File: src/verilog/cdm_params.svh
// timing constants and reset values for the clock divider and decode block
`ifndef CDM_PARAMS_SVH
`define CDM_PARAMS_SVH

// ----------------------------------------------------------------------
// oscillator and derived clocks
// ----------------------------------------------------------------------
`define CDM_OSC_FREQ_KHZ 23962
`define CDM_DIV_RESET 3'h0
`define CDM_DOT_RESET 1'h0

// ----------------------------------------------------------------------
// i/o wait chain
// ----------------------------------------------------------------------
`define CDM_WAIT_STAGES 4
`define CDM_WAIT_RESET 4'h0

`endif

File: src/verilog/cdm_pkg.sv
// types shared by the clock divider and decode block
package cdm_pkg;
   typedef enum logic [2:0] {
      CDM_IO_IDLE = 3'b001,
      CDM_IO_OPEN = 3'b010,
      CDM_IO_HELD = 3'b100
   } cdm_io_state_e;
endpackage

File: src/verilog/cdm_wait_chain.sv
// shift chain that times the i/o wait after an i/o request
`timescale 1ns/1ps
`include "cdm_params.svh"
module cdm_wait_chain #(
   parameter int STAGES = `CDM_WAIT_STAGES
) (
   // clocking
   input wire logic clk_sys,
   input wire logic rst,
   // phase enable and request
   input wire logic phase_tick,
   input wire logic io_active,
   // chain taps
   output logic [STAGES-1:0] taps
);
   // ----------------------------------------------------------------------
   // chain held clear until a request, then shifted ones at divided rate
   // ----------------------------------------------------------------------
   logic [STAGES-1:0] next_taps;
   assign next_taps = !io_active ? '0 :
      (phase_tick ? {taps[STAGES-2:0], 1'b1} : taps);
   always_ff @(posedge clk_sys) begin
      if (rst) begin
         taps <= '0;
      end else begin
         taps <= next_taps;
      end
   end
endmodule

File: src/verilog/cdm_core.sv
// clock divider chain and memory / i/o decode for the processor board
`timescale 1ns/1ps
`include "cdm_params.svh"
module cdm_core #(
   parameter int WAIT_STAGES = `CDM_WAIT_STAGES
) (
   // oscillator and reset
   input wire logic clk_sys,
   input wire logic rst,
   // processor bus control
   input wire logic memory_request_n,
   input wire logic io_request_n,
   input wire logic refresh_cycle_n,
   input wire logic rd_n,
   input wire logic wr_n,
   input wire logic m1_n,
   // address and bank enables
   input wire logic address_bit_15,
   input wire logic address_bit_14,
   input wire logic address_bit_13,
   input wire logic rom_bank_enable,
   input wire logic video_bank_enable,
   input wire logic ram_bank_enable,
   input wire logic rom_config_jumper,
   // derived clocks
   output logic phase_n,
   output logic cpu_clock,
   output logic dot_clock,
   output logic video_counter_clock,
   output logic font_write_timing_n,
   output logic separator_clock_n,
   // memory selects
   output logic rom_select_n,
   output logic scratchpad_select_n,
   output logic font_write_enable_n,
   output logic video_ram_request,
   output logic video_space_decode_n,
   // main memory board strobes
   output logic main_chip_enable_n,
   output logic main_ras_n,
   output logic main_cas_n,
   // i/o
   output logic io_chip_select_n,
   output logic io_decoder_enable,
   output logic io_wait_stretch
);
   // ----------------------------------------------------------------------
   // divide-by-six ring with lock-up clear
   // ----------------------------------------------------------------------
   logic [2:0] div_stage;
   logic [2:0] next_div_stage;
   logic div_lockup;
   logic div_prev;
   logic phase_tick;
   assign div_lockup = &div_stage;
   // six-state ring 000,001,101,100,110,010; 111 and 011 fall back to 000
   always_comb begin
      next_div_stage = `CDM_DIV_RESET;
      if (div_lockup) begin
         next_div_stage = `CDM_DIV_RESET;
      end else begin
         case (div_stage)
            3'h0: next_div_stage = 3'h1;
            3'h1: next_div_stage = 3'h5;
            3'h5: next_div_stage = 3'h4;
            3'h4: next_div_stage = 3'h6;
            3'h6: next_div_stage = 3'h2;
            3'h2: next_div_stage = 3'h0;
            default: next_div_stage = `CDM_DIV_RESET;
         endcase
      end
   end
   always_ff @(posedge clk_sys) begin
      if (rst) begin
         div_stage <= `CDM_DIV_RESET;
         div_prev <= 1'b0;
      end else begin
         div_stage <= next_div_stage;
         div_prev <= div_stage[2];
      end
   end
   assign phase_tick = div_stage[2] & ~div_prev;

   // ----------------------------------------------------------------------
   // derived clock outputs
   // ----------------------------------------------------------------------
   logic dot_ff;
   always_ff @(posedge clk_sys) begin
      if (rst) begin
         dot_ff <= `CDM_DOT_RESET;
      end else begin
         dot_ff <= ~dot_ff;
      end
   end
   assign dot_clock = dot_ff;
   assign phase_n = ~div_stage[2];
   assign font_write_timing_n = phase_n;
   assign separator_clock_n = phase_n;
   assign cpu_clock = ~div_stage[2];
   assign video_counter_clock = clk_sys;

   // ----------------------------------------------------------------------
   // memory decode
   // ----------------------------------------------------------------------
   wire rom_hit;
   wire video_hit;
   assign rom_hit = rom_bank_enable & ~address_bit_15 & ~address_bit_14 &
      refresh_cycle_n & rom_config_jumper;
   assign rom_select_n = ~rom_hit;
   assign scratchpad_select_n = rom_select_n;
   assign font_write_enable_n = rom_select_n;
   assign video_hit = video_bank_enable & address_bit_15 & address_bit_14 &
      (address_bit_13 | refresh_cycle_n);
   assign video_ram_request = video_hit & ~memory_request_n;
   assign video_space_decode_n = ~video_hit;

   // ----------------------------------------------------------------------
   // main memory board strobes
   // ----------------------------------------------------------------------
   wire mem_cycle;
   wire refresh_strobe;
   logic cas_delay;
   assign mem_cycle = ~memory_request_n & ram_bank_enable & ~video_hit &
      ~rom_hit;
   assign refresh_strobe = ~memory_request_n & ~refresh_cycle_n;
   always_ff @(posedge clk_sys) begin
      if (rst) begin
         cas_delay <= 1'b0;
      end else begin
         cas_delay <= mem_cycle & refresh_cycle_n & (~rd_n | ~wr_n | ~m1_n);
      end
   end
   // refresh is ras-only; access adds cas one oscillator cycle later
   assign main_chip_enable_n = ~(mem_cycle | refresh_strobe);
   assign main_ras_n = ~(mem_cycle | refresh_strobe);
   assign main_cas_n = ~(cas_delay & mem_cycle);

   // ----------------------------------------------------------------------
   // i/o chip select and stretch
   // ----------------------------------------------------------------------
   cdm_pkg::cdm_io_state_e io_state;
   cdm_pkg::cdm_io_state_e next_io_state;
   wire io_start;
   wire io_held;
   assign io_start = ~io_request_n & (~rd_n | ~wr_n);
   always_comb begin
      next_io_state = io_state;
      case (io_state)
         cdm_pkg::CDM_IO_IDLE: begin
            if (io_start) begin
               next_io_state = cdm_pkg::CDM_IO_OPEN;
            end
         end
         cdm_pkg::CDM_IO_OPEN, cdm_pkg::CDM_IO_HELD: begin
            if (io_request_n) begin
               next_io_state = cdm_pkg::CDM_IO_IDLE;
            end else begin
               next_io_state = cdm_pkg::CDM_IO_HELD;
            end
         end
         default: begin
            next_io_state = cdm_pkg::CDM_IO_IDLE;
         end
      endcase
   end
   always_ff @(posedge clk_sys) begin
      if (rst) begin
         io_state <= cdm_pkg::CDM_IO_IDLE;
      end else begin
         io_state <= next_io_state;
      end
   end
   assign io_held = (io_state != cdm_pkg::CDM_IO_IDLE) & ~io_request_n;
   assign io_chip_select_n = ~(io_start | io_held);
   assign io_decoder_enable = ~io_chip_select_n;

   // ----------------------------------------------------------------------
   // i/o wait timing chain
   // ----------------------------------------------------------------------
   logic [WAIT_STAGES-1:0] wait_taps;
   cdm_wait_chain #(
      .STAGES(WAIT_STAGES)
   ) u_wait (
      .clk_sys(clk_sys),
      .rst(rst),
      .phase_tick(phase_tick),
      .io_active(~io_chip_select_n & m1_n),
      .taps(wait_taps)
   );
   // wait held until the last stage fills
   assign io_wait_stretch = ~io_chip_select_n & m1_n &
      ~wait_taps[WAIT_STAGES-1];
endmodule

File: config.mk
export PLATFORM = sky130hd
export DESIGN_NAME = cdm_core
export DESIGN_NICKNAME = d
export VERILOG_FILES = /design/src/verilog/cdm_pkg.sv /design/src/verilog/cdm_wait_chain.sv /design/src/verilog/cdm_core.sv
export VERILOG_INCLUDE_DIRS = /design/src /design/src/verilog
export SDC_FILE = /design/constraint.sdc
export NUM_CORES = 1
export LEC_CHECK = 0
export ABC_AREA = 1
export BUFFER_PORTS_ARGS = -buffer_cell sky130_fd_sc_hd__buf_2
export CAP_MARGIN = 0
export CORE_MARGIN = 5
export CORE_UTILIZATION = 36
export CTS_CLUSTER_DIAMETER = 50
export DETAILED_ROUTE_END_ITERATION = 7
export PLACE_DENSITY = 0.68
export SLEW_MARGIN = 20
export SYNTH_ARGS = -nofsm -noshare
export SYNTH_HDL_FRONTEND = slang
export SYNTH_SLANG_ARGS = --single-unit
File: constraint.sdc
create_clock -name clk_sys -period 1.1 [get_ports clk_sys]
set_clock_uncertainty 0.1 [all_clocks]
set_input_delay 0.165 -clock clk_sys [delete_from_list [all_inputs] [get_ports clk_sys]]
set_output_delay 0.165 -clock clk_sys [all_outputs]
set_load 0.02 [all_outputs]
# Yosys cells after proc, flatten, opt, wreduce, memory -nomap -nowiden
# Index checks and enable logic that the tools add are counted.
[totals]
register_bits = 13
out_inout_bits = 17
word_cells = 67
[op_classes]
eq_ne = 9
muxes = 4
bitwise = 43
reduce_logical = 5
[op_table]
columns = ["op", "count"]
rows = [
  ["AND 1 bit", 20],
  ["NOT 1 bit", 18],
  ["case mux 3 bit (5 select lines)", 1],
  ["equality test 3 bit, second input constant", 4],
  ["equality test 3 x 1 -> 1 bit, second input constant", 2],
  ["two-way mux 3 bit", 2],
  ["case mux 3 bit (2 select lines)", 1],
  ["OR reduction 2 bit", 3],
  ["OR 1 bit", 5],
  ["equality test 3 x 2 -> 1 bit, second input constant", 1],
  ["zero test 3 bit", 1],
  ["!= test 3 x 1 -> 1 bit, second input constant", 1],
  ["AND reduction 3 bit", 1],
  ["!= test 2 bit, second input constant", 1],
]

# Logic depth before layout (Yosys ltp)
# Gate-level depths: netlist of the first run.
[logic_depth]
depth_word = 9
ltp_mapped = 7

# Hierarchy
# From an unflattened synthesis of the first run, not the netlist that was laid out.
[unflattened]
cells_unflattened = 84
area_unflattened_um2 = 601.8
[modules_own_cells]
columns = ["module", "n_inst", "cells_per_inst", "area_each_um2", "seq_area_each_um2"]
rows = [
  ["cdm_core", 1, 66, 465.4, 180.2],
  ["cdm_wait_chain", 1, 18, 136.4, 80.1],
]

==> results of run 1 <==
==> per-stage QoR <==
step | power (mW) | TNS (ns) | setup slack (ns)
2_1_floorplan | 0.776 | -0.0244 | -0.0244
3_3_place_gp | 0.825 | -0.215 | -0.0644
3_5_place_dp | 0.830 | -0.320 | -0.0913
4_1_cts | 1.35 | -1.72 | -0.359
5_1_grt | 1.44 | -2.87 | -0.422
6_report | 1.36 | -2.05 | -0.357
==> worst max-delay path by stage <==
| stage | start | end | cells after the start |
|---|---|---|---|
| floorplan | address_bit_15 | main_ras_n | 6 |
| global placement | address_bit_15 | main_ras_n | 7 |
| detailed placement | address_bit_15 | main_chip_enable_n | 7 |
| CTS | io_state[1] | io_wait_stretch | 5 |
| global route | io_state[2] | io_wait_stretch | 5 |
| finish | io_state[2] | io_wait_stretch | 5 |
==> cells in the mapped netlist <==
master    instances
nand2_1          15
nor2_1           14
dfxtp_1          13
inv_1            12
buf_4             7
nor2_2            5
nor3_1            4
inv_2             2
nand3_1           2
nand4_1           2
nor3_2            2
o21ai_0           2
nand2_2           1
nand3_2           1
o211ai_1          1
o21ai_1           1
or2_4             1
==> kinds of logic (layout without fill, tap and decap cells) <==
family / count (synthesis) / count (layout) / share of synthesized area, %
compound gates: 4 / 4 / 3.66
simple gates: 47 / 47 / 37.0
flops: 13 / 13 / 42.3
buf+inv: 21 / 65 / 17.1
==> metal layers <==
| metal | up-vias | routed length [um] | GRT usage [%] |
|---|---|---|---|
| li1 | 346 | - | - |
| met1 | 296 | 608 | 11.9 |
| met2 | 33 | 791 | 25.1 |
| met3 | 2 | 168 | 5.83 |
| met4 | 0 | 16 | 9.17 |
| met5 | - | 0 | 0 |
==> where the power goes <==
| part | switching (mW) | internal [mW] | leakage [nW] |
|---|---|---|---|
| clock network | 0.242 | 0.291 | 0.0302 |
| registers | 0.0174 | 0.494 | 0.108 |
| logic | 0.159 | 0.158 | 0.358 |
| total | 0.419 | 0.942 | 0.496 |
==> worst max-delay path: stages (launching register included) <==
cell	delay (ns)
dfxtp_2	0.34
nor2_4	0.13
nand3_4	0.09
nand2_4	0.09
nor3_4	0.04
buf_6	0.13
==> state kept, by name, summed over array words and instances (netlist names) <==
| name | flops |
|---|---|
| div_stage | 3 |
| io_state | 3 |
| dot_clock | 1 |
| div_prev | 1 |
| cas_delay | 1 |
| u_wait.taps | 4 |
==> final cells by class <==
| type | count | area, sq um |
|---|---|---|
| Fill cell | 151 | 623 |
| Timing Repair Buffer | 44 | 347 |
| Multi-Input combinational cell | 51 | 302 |
| Sequential cell | 13 | 268 |
| Inverter | 14 | 57.6 |
| Clock buffer | 7 | 52.6 |
| Tap cell | 17 | 21.3 |
==> timing repair <==
| action | 4_1_cts | 5_1_grt |
|---|---|---|
| hold endpoints to repair | 6 | 0 |
| hold buffers | 2 | 0 |
| pin swaps | 10 | 3 |
| gates resized for setup | 39 | 4 |
| gates cloned | 0 | 0 |
| setup endpoints to repair | 13 | 19 |
| buffers inserted | 4 | 2 |
==> layout by cell type, fill, tap and decap left out, types with 2 or more instances in the layout <==
cell,instances
buf_2,15
buf_4,15
nand2_1,14
nor2_1,12
buf_6,12
inv_1,10
dfxtp_1,9
nor2_2,5
clkbuf_4,5
inv_2,3
nor3_1,3
dfxtp_2,3
nand3_2,2
nor2_4,2
nand4_1,2
o21ai_1,2
nor3_2,2
dlygate4sd3_1,2
==> results.yml, run 1 <==
worst_setup_path:
  r2r_start: "io_state[2]"
  r2r_slack_ns: -0.13
  r2r-end: "u_wait.taps[0]"
  worstPathRequired_ns: 0.83
  critPathArrivalTime_ns: 1.19
  crit_path_end_kind: "output pin"
  cp-start-kind: "register"
  criticalPathCategory: "register to output pin"
  ff2ff_path_depth: 6
  path_max_fanout: 3
placement:
  placed_cell_area_sq_um: 813
  placement.io_buffers: 31
  place_hpwl_um: 1140
  dp.cells: 132
  gp_congestion: 0.718
route:
  drc: 0
  vias: 677
  wl_per_cell_um: 10.8
  totalWireLength_um: 1580
  detail-route-antenna-nets: 0
  drtPass1Iterations: 4
  vias_per_cell: 4.64
  drtIter0Drc: 4
floorplan:
  dieArea_sq_um: 2640
  num_rows: 15
  die_w_um: 51.4
  dieHeight_um: 51.4
  core_sq_um: 1670
  initial_utilization_pct: 36.9
  io_pins: 32
logic_synthesis:
  postSynthCellCount: 85
  synth_nets: 100
  synth_cell_types: 17
  yosysWarnings: 0
  synthTopCellsByArea: "dfxtp_1 (42%), nand2_1 (9.1%), buf_4 (8.5%)"
  synth_seq_cells: 13
  synth_top_area_share_pct: 42.3
  yosysSeqAreaShare_pct: 42.3
  netlist_area_sq_um: 616
  synth_largest_area_cell: "dfxtp_1"
  avgSynthCellArea_sq_um: 7.24
grt:
  overflow: 0
  grt_antenna_before_repair: 0
  grt_use_total_pct: 13.7
  grt_max_degree: 8
  grt_pass1_wl_um: 2590
  grt_pass1_vias: 695
hold_path:
  hold_path_end: "io_state[2]"
  hold_depth: 4
  min_from: "io_request_n"
  hold_path.class: "primary input to register"
timing:
  drv_slew: 0
  setup_violations: 14
  period_share_pct: 132
  hold_viol: 0
  worst_hold_slack_ns: 0.0203
  rsz0062_at_grt: "yes"
  setup_ws_ns: -0.357
  finalCriticalPeriod_ns: 1.46
  slew_headroom_pct: 84.3
  max_freq_ghz: 0.686
  tightest_slew_ns: 0.235
finish:
  finalNonFillerCells: 146
  fin_area_sq_um: 1050
  drive_gt1_share_pct: 55.8
  syn2layout_area_growth_pct: 70.1
  final_nets: 145
  final_core_util_pct: 62.7
  diodes: 0
power:
  p_leak_nw: 0.496
  powerDensity_nw_per_um2: 1300
  worst_ir_drop_vdd_v: 0.00120
clock_tree:
  path_clk_slew_ns: 0.08
  clk_latency_ns: 0.38
  cts_tree: "built"
status:
  violations: "setup timing"
  outcome: "finished with violations"
flow_run:
  drv_cap: 0
Power figures use the tool's default switching activity.
==> inputs of run 2 (changes only) <==
--- a/config.mk
+++ b/config.mk
@@ -9,7 +9,6 @@
 export ABC_AREA = 1
 export BUFFER_PORTS_ARGS = -buffer_cell sky130_fd_sc_hd__buf_2
 export CAP_MARGIN = 0
-export CORE_MARGIN = 5
 export CORE_UTILIZATION = 36
 export CTS_CLUSTER_DIAMETER = 50
 export DETAILED_ROUTE_END_ITERATION = 7
==> run 2 against run 1 <==
Effect of this change:
- the run ends with DRC, setup timing left
- register-to-register slack about the same
- cell area up 5.0%
- combinational power rose by 8.8%
- sequential cell count unchanged
- non-clock buffer count down 1
- worst hold slack improved by 0.00057 ns
- worst setup slack worse by 0.015 ns
- via count is 1.3% higher
- final cell count down 1.4%
- critical path depth stayed put
==> results.yml, run 2 (same netlist as run 1, synthesis figures left out) <==
hold_path:
  hold_path.class: "primary input to register"
grt:
  overflow: 0
  grt_max_degree: 9
  grt_pass1_vias: 617
  grt_antenna_before_repair: 0
  grt_pass1_wl_um: 2390
  grt_use_total_pct: 17.6
worst_setup_path:
  worstPathRequired_ns: 0.83
  cp_slowest_stage_delay_ns: 0.34
  crit_chain: "nor2_4 > nand3_4 > nand2_4 > inv_1 > buf_6"
  critPathArrivalTime_ns: 1.21
  crit_family: "flip-flops"
  path_max_fanout: 3
  worst_path_max_delay_cell: "dfxtp_2"
  cp-start-kind: "register"
  criticalPathCategory: "register to output pin"
  crit_path_end_kind: "output pin"
  path_buf_inv: 2
clock_tree:
  path_clk_slew_ns: 0.08
  clk_latency_ns: 0.38
  cts_tree: "built"
power:
  powerDensity_nw_per_um2: 1260
  power_mw: 1.39
  p_leak_nw: 0.525
  worst_ir_drop_vdd_v: 0.00104
placement:
  place_hpwl_um: 988
  dp.cells: 131
  gp_congestion: 0.649
  placement.io_buffers: 31
floorplan:
  core_sq_um: 1560
  die_w_um: 43.4
  num_rows: 14
  dieArea_sq_um: 1880
  initial_utilization_pct: 39.5
  io_pins: 32
  dieHeight_um: 43.4
finish:
  n_fill_cell: 128
  syn2layout_area_growth_pct: 78.7
  final_cell_mix: "buf_2 (15), buf_6 (14), nand2_1 (12), buf_4 (12), inv_1 (11)"
  finalNonFillerCells: 144
  diodes: 0
  largest_reg_flops: 4
  drive_gt1_share_pct: 61.7
  regMostFlops: "u_wait.taps"
  layout_commonest_cell: "buf_2"
  top_regs: "u_wait.taps (4), div_stage (3), io_state (3)"
  final_core_util_pct: 70.5
  final_nets: 144
timing:
  setup_violations: 13
  finalCriticalPeriod_ns: 1.47
  fin_setup_tns_ns: -1.86
  period_share_pct: 134
  hold_viol: 0
  worst_hold_slack_ns: 0.0209
  tightest_slew_ns: 0.310
  slew_headroom_pct: 79.3
  max_freq_ghz: 0.679
  rsz0062_at_grt: "yes"
  drv_slew: 0
  setup_ws_ns: -0.372
route:
  drc: 15
  totalWireLength_um: 1530
  wl_per_cell_um: 10.6
  vias: 686
  drtIter0Drc: 22
  vias_per_cell: 4.76
  drtPass1Iterations: 6
  detail-route-antenna-nets: 0
flow_run:
  drv_cap: 0
status:
  outcome: "finished with violations"
  violations: "DRC, setup timing"
run 2: changes by cell type in the layout (fill, tap and decap cells not counted), sizes merged:
cell / delta
clkbuf: -1
clkinv: +1
dlygate4sd3: -2
dlymetal6s4s: +1
run 2: metrics by stage:
step	setup slack, ns	area, sq um
floorplan	-0.0244	648
global placement	-0.0582	812
detailed placement	-0.0785	812
CTS	-0.386	997
global route	-0.423	1100
finish	-0.372	1100
run 2: area by class of cell:
| class | count | area [sq um] | area share [%] |
|---|---|---|---|
| clock inverter | 1 | 5.00 | 0.455 |
| sequential | 13 | 269 | 24.5 |
| tap | 16 | 20.0 | 1.82 |
| inverter | 14 | 57.6 | 5.23 |
| clock buffer | 6 | 48.8 | 4.44 |
| multi-input combinational | 51 | 345 | 31.4 |
| timing repair buffer | 43 | 354 | 32.2 |
run 2: final timing paths:
path | from | end | slack (ns) | depth (start not counted)
worst min-delay path | io_request_n | io_state[1] | 0.02 | 4
worst max-delay path | io_state[2] | io_decoder_enable | -0.37 | 5
worst max register to register | io_state[2] | io_state[0] | -0.13 | 7
worst min register to register | dot_clock | dot_clock | 0.32 | 1
run 2: worst min-delay path, delay by kind of cell:
| kind | cells | cell delay [ns] |
|---|---|---|
| and+or+nand+nor | 2 | 0.15 |
| buffers and inverters | 2 | 0.16 |
run 2: per-layer routing:
metal,GRT usage [%],part of all wire (%)
met1,16.7,35
met2,31.8,54
met3,4.58,8.5
met4,13.8,2.5
met5,0,0
run 2: repair_timing:
item | CTS | global route
hold buffers | 1 | 0
buffers inserted | 4 | 3
endpoints found under the setup margin | 13 | 18
gates resized for setup | 35 | 23
pin swaps | 8 | 11
hold endpoints to repair | 6 | 0
run 2: where the power goes:
group	switching [mW]	internal [mW]	leakage (nW)	total, mW
clock network	0.246	0.286	0.0330	0.531
logic	0.172	0.174	0.383	0.345
registers	0.0186	0.494	0.109	0.512
==> inputs of run 3 (changes only) <==
--- a/config.mk
+++ b/config.mk
@@ -9,10 +9,11 @@
 export ABC_AREA = 1
 export BUFFER_PORTS_ARGS = -buffer_cell sky130_fd_sc_hd__buf_2
 export CAP_MARGIN = 0
-export CORE_UTILIZATION = 36
+export CORE_UTILIZATION = 42
 export CTS_CLUSTER_DIAMETER = 50
 export DETAILED_ROUTE_END_ITERATION = 7
-export PLACE_DENSITY = 0.68
+export GPL_ROUTABILITY_DRIVEN = 0
+export PLACE_DENSITY = 0.77
 export SLEW_MARGIN = 20
 export SYNTH_ARGS = -nofsm -noshare
 export SYNTH_HDL_FRONTEND = slang
==> run 3 against run 2 <==
Effect of this change:
- core utilization rose by 7.8 points
- the run ends with setup timing left
- largest power group unchanged
- highest routed layer unchanged
- clock power down 4%
- maximum frequency rose by 2.6%
- global-route usage increased by 1.1 points
- sequential share of layout area rose by 0.93 points
- critical path type unchanged
==> results.yml, run 3 (same netlist as run 1, synthesis figures left out) <==
finish:
  top_regs: "u_wait.taps (4), div_stage (3), io_state (3)"
  drive_gt1_share_pct: 57.7
  finalNonFillerCells: 145
  final_nets: 146
  regMostFlops: "u_wait.taps"
  layout_commonest_cell: "buf_4"
  final_cell_mix: "buf_4 (17), buf_2 (15), nand2_1 (14)"
  syn2layout_area_growth_pct: 69.7
  diodes: 0
  largest_reg_flops: 4
hold_path:
  hold_path.class: "primary input to register"
  hold_path_end: "io_state[2]"
  min_from: "io_request_n"
  hold_depth: 4
clock_tree:
  cts_tree: "built"
  clk_latency_ns: 0.37
  path_clk_slew_ns: 0.07
grt:
  grt_pass1_vias: 549
  grt_antenna_before_repair: 0
  grt_pass1_wl_um: 1930
  grt_use_total_pct: 18.7
  grt_max_degree: 8
  overflow: 0
timing:
  max_freq_ghz: 0.697
  rsz0062_at_grt: "yes"
  slew_headroom_pct: 84.8
  tightest_slew_ns: 0.228
  hold_viol: 0
  setup_violations: 15
  setup_ws_ns: -0.335
  worst_hold_slack_ns: 0.0185
  finalCriticalPeriod_ns: 1.43
  drv_slew: 0
  period_share_pct: 130
route:
  drtIter0Drc: 13
  vias: 676
  totalWireLength_um: 1510
  wl_per_cell_um: 10.4
  drc: 0
  vias_per_cell: 4.66
  detail-route-antenna-nets: 0
  drtPass1Iterations: 4
worst_setup_path:
  crit_path_end_kind: "output pin"
  cp-start-kind: "register"
  r2r-end: "u_wait.taps[3]"
  ff2ff_path_depth: 7
  criticalPathCategory: "register to output pin"
  worstPathRequired_ns: 0.83
  r2r_start: "io_state[2]"
  path_max_fanout: 3
  r2r_slack_ns: -0.26
  critPathArrivalTime_ns: 1.17
floorplan:
  num_rows: 13
  core_sq_um: 1330
  io_pins: 32
  dieArea_sq_um: 1620
  die_w_um: 40.3
  initial_utilization_pct: 46.2
  dieHeight_um: 40.3
power:
  worst_ir_drop_vdd_v: 0.00129
  p_leak_nw: 0.498
  power_mw: 1.35
  powerDensity_nw_per_um2: 1290
placement:
  dp.cells: 131
  placement.io_buffers: 31
  place_hpwl_um: 971
flow_run:
  drv_cap: 0
status:
  violations: "setup timing"
  outcome: "finished with violations"
[run 3: power by group]
group / switching [mW] / internal [mW]
Sequential: 0.0156 / 0.494
Clock: 0.222 / 0.291
Combinational: 0.163 / 0.164
Total: 0.400 / 0.949
[run 3: critical path, cell delays in order (launching register included)]
cell	delay (ns)
dfxtp_2	0.33
nor2_4	0.11
nand3_2	0.10
nand2_4	0.10
nor3_4	0.04
buf_6	0.13
[run 3: per-layer routing]
layer	track usage [%]	share of wire (%)
met4	12.5	0.66
met3	2.22	8.0
met1	15.5	38
met5	0	0
met2	39.1	53
[run 3: worst max-delay path by stage]
stage | from | depth (start not counted) | endpoint
CTS | io_state[1] | 5 | io_wait_stretch
detailed placement | refresh_cycle_n | 6 | main_cas_n
global placement | memory_request_n | 6 | main_cas_n
global route | io_state[2] | 5 | io_wait_stretch
floorplan | address_bit_15 | 6 | main_ras_n
finish | io_state[2] | 5 | io_wait_stretch
[run 3: final cells by class]
class | instances | area (sq um)
multi-input cells | 51 | 302
flip-flops and latches | 13 | 265
clock buffers | 7 | 52.6
fillers | 103 | 289
repair buffers | 45 | 352
inverters | 14 | 55.1
well taps | 15 | 18.8
[run 3: stage by stage]
step / cell area (sq um) / worst slack, ns / util, % / setup TNS [ns]
finish: 1040 / -0.335 / 78.3 / -2.37
CTS: 1030 / -0.364 / 76.9 / -2.47
floorplan: 648 / -0.0244 / - / -0.0244
global placement: 818 / -0.0455 / 61.4 / -0.177
detailed placement: 818 / -0.0630 / 61.4 / -0.259
global route: 1040 / -0.375 / 78.3 / -3.04
[run 3: what timing repair did]
action / 4_1_cts / 5_1_grt
pin swaps: 9 / 5
hold buffers: 1 / 0
setup endpoints to repair: 13 / 17
endpoints found under the hold margin: 6 / 0
gates resized for setup: 37 / 4
buffers inserted: 6 / 1
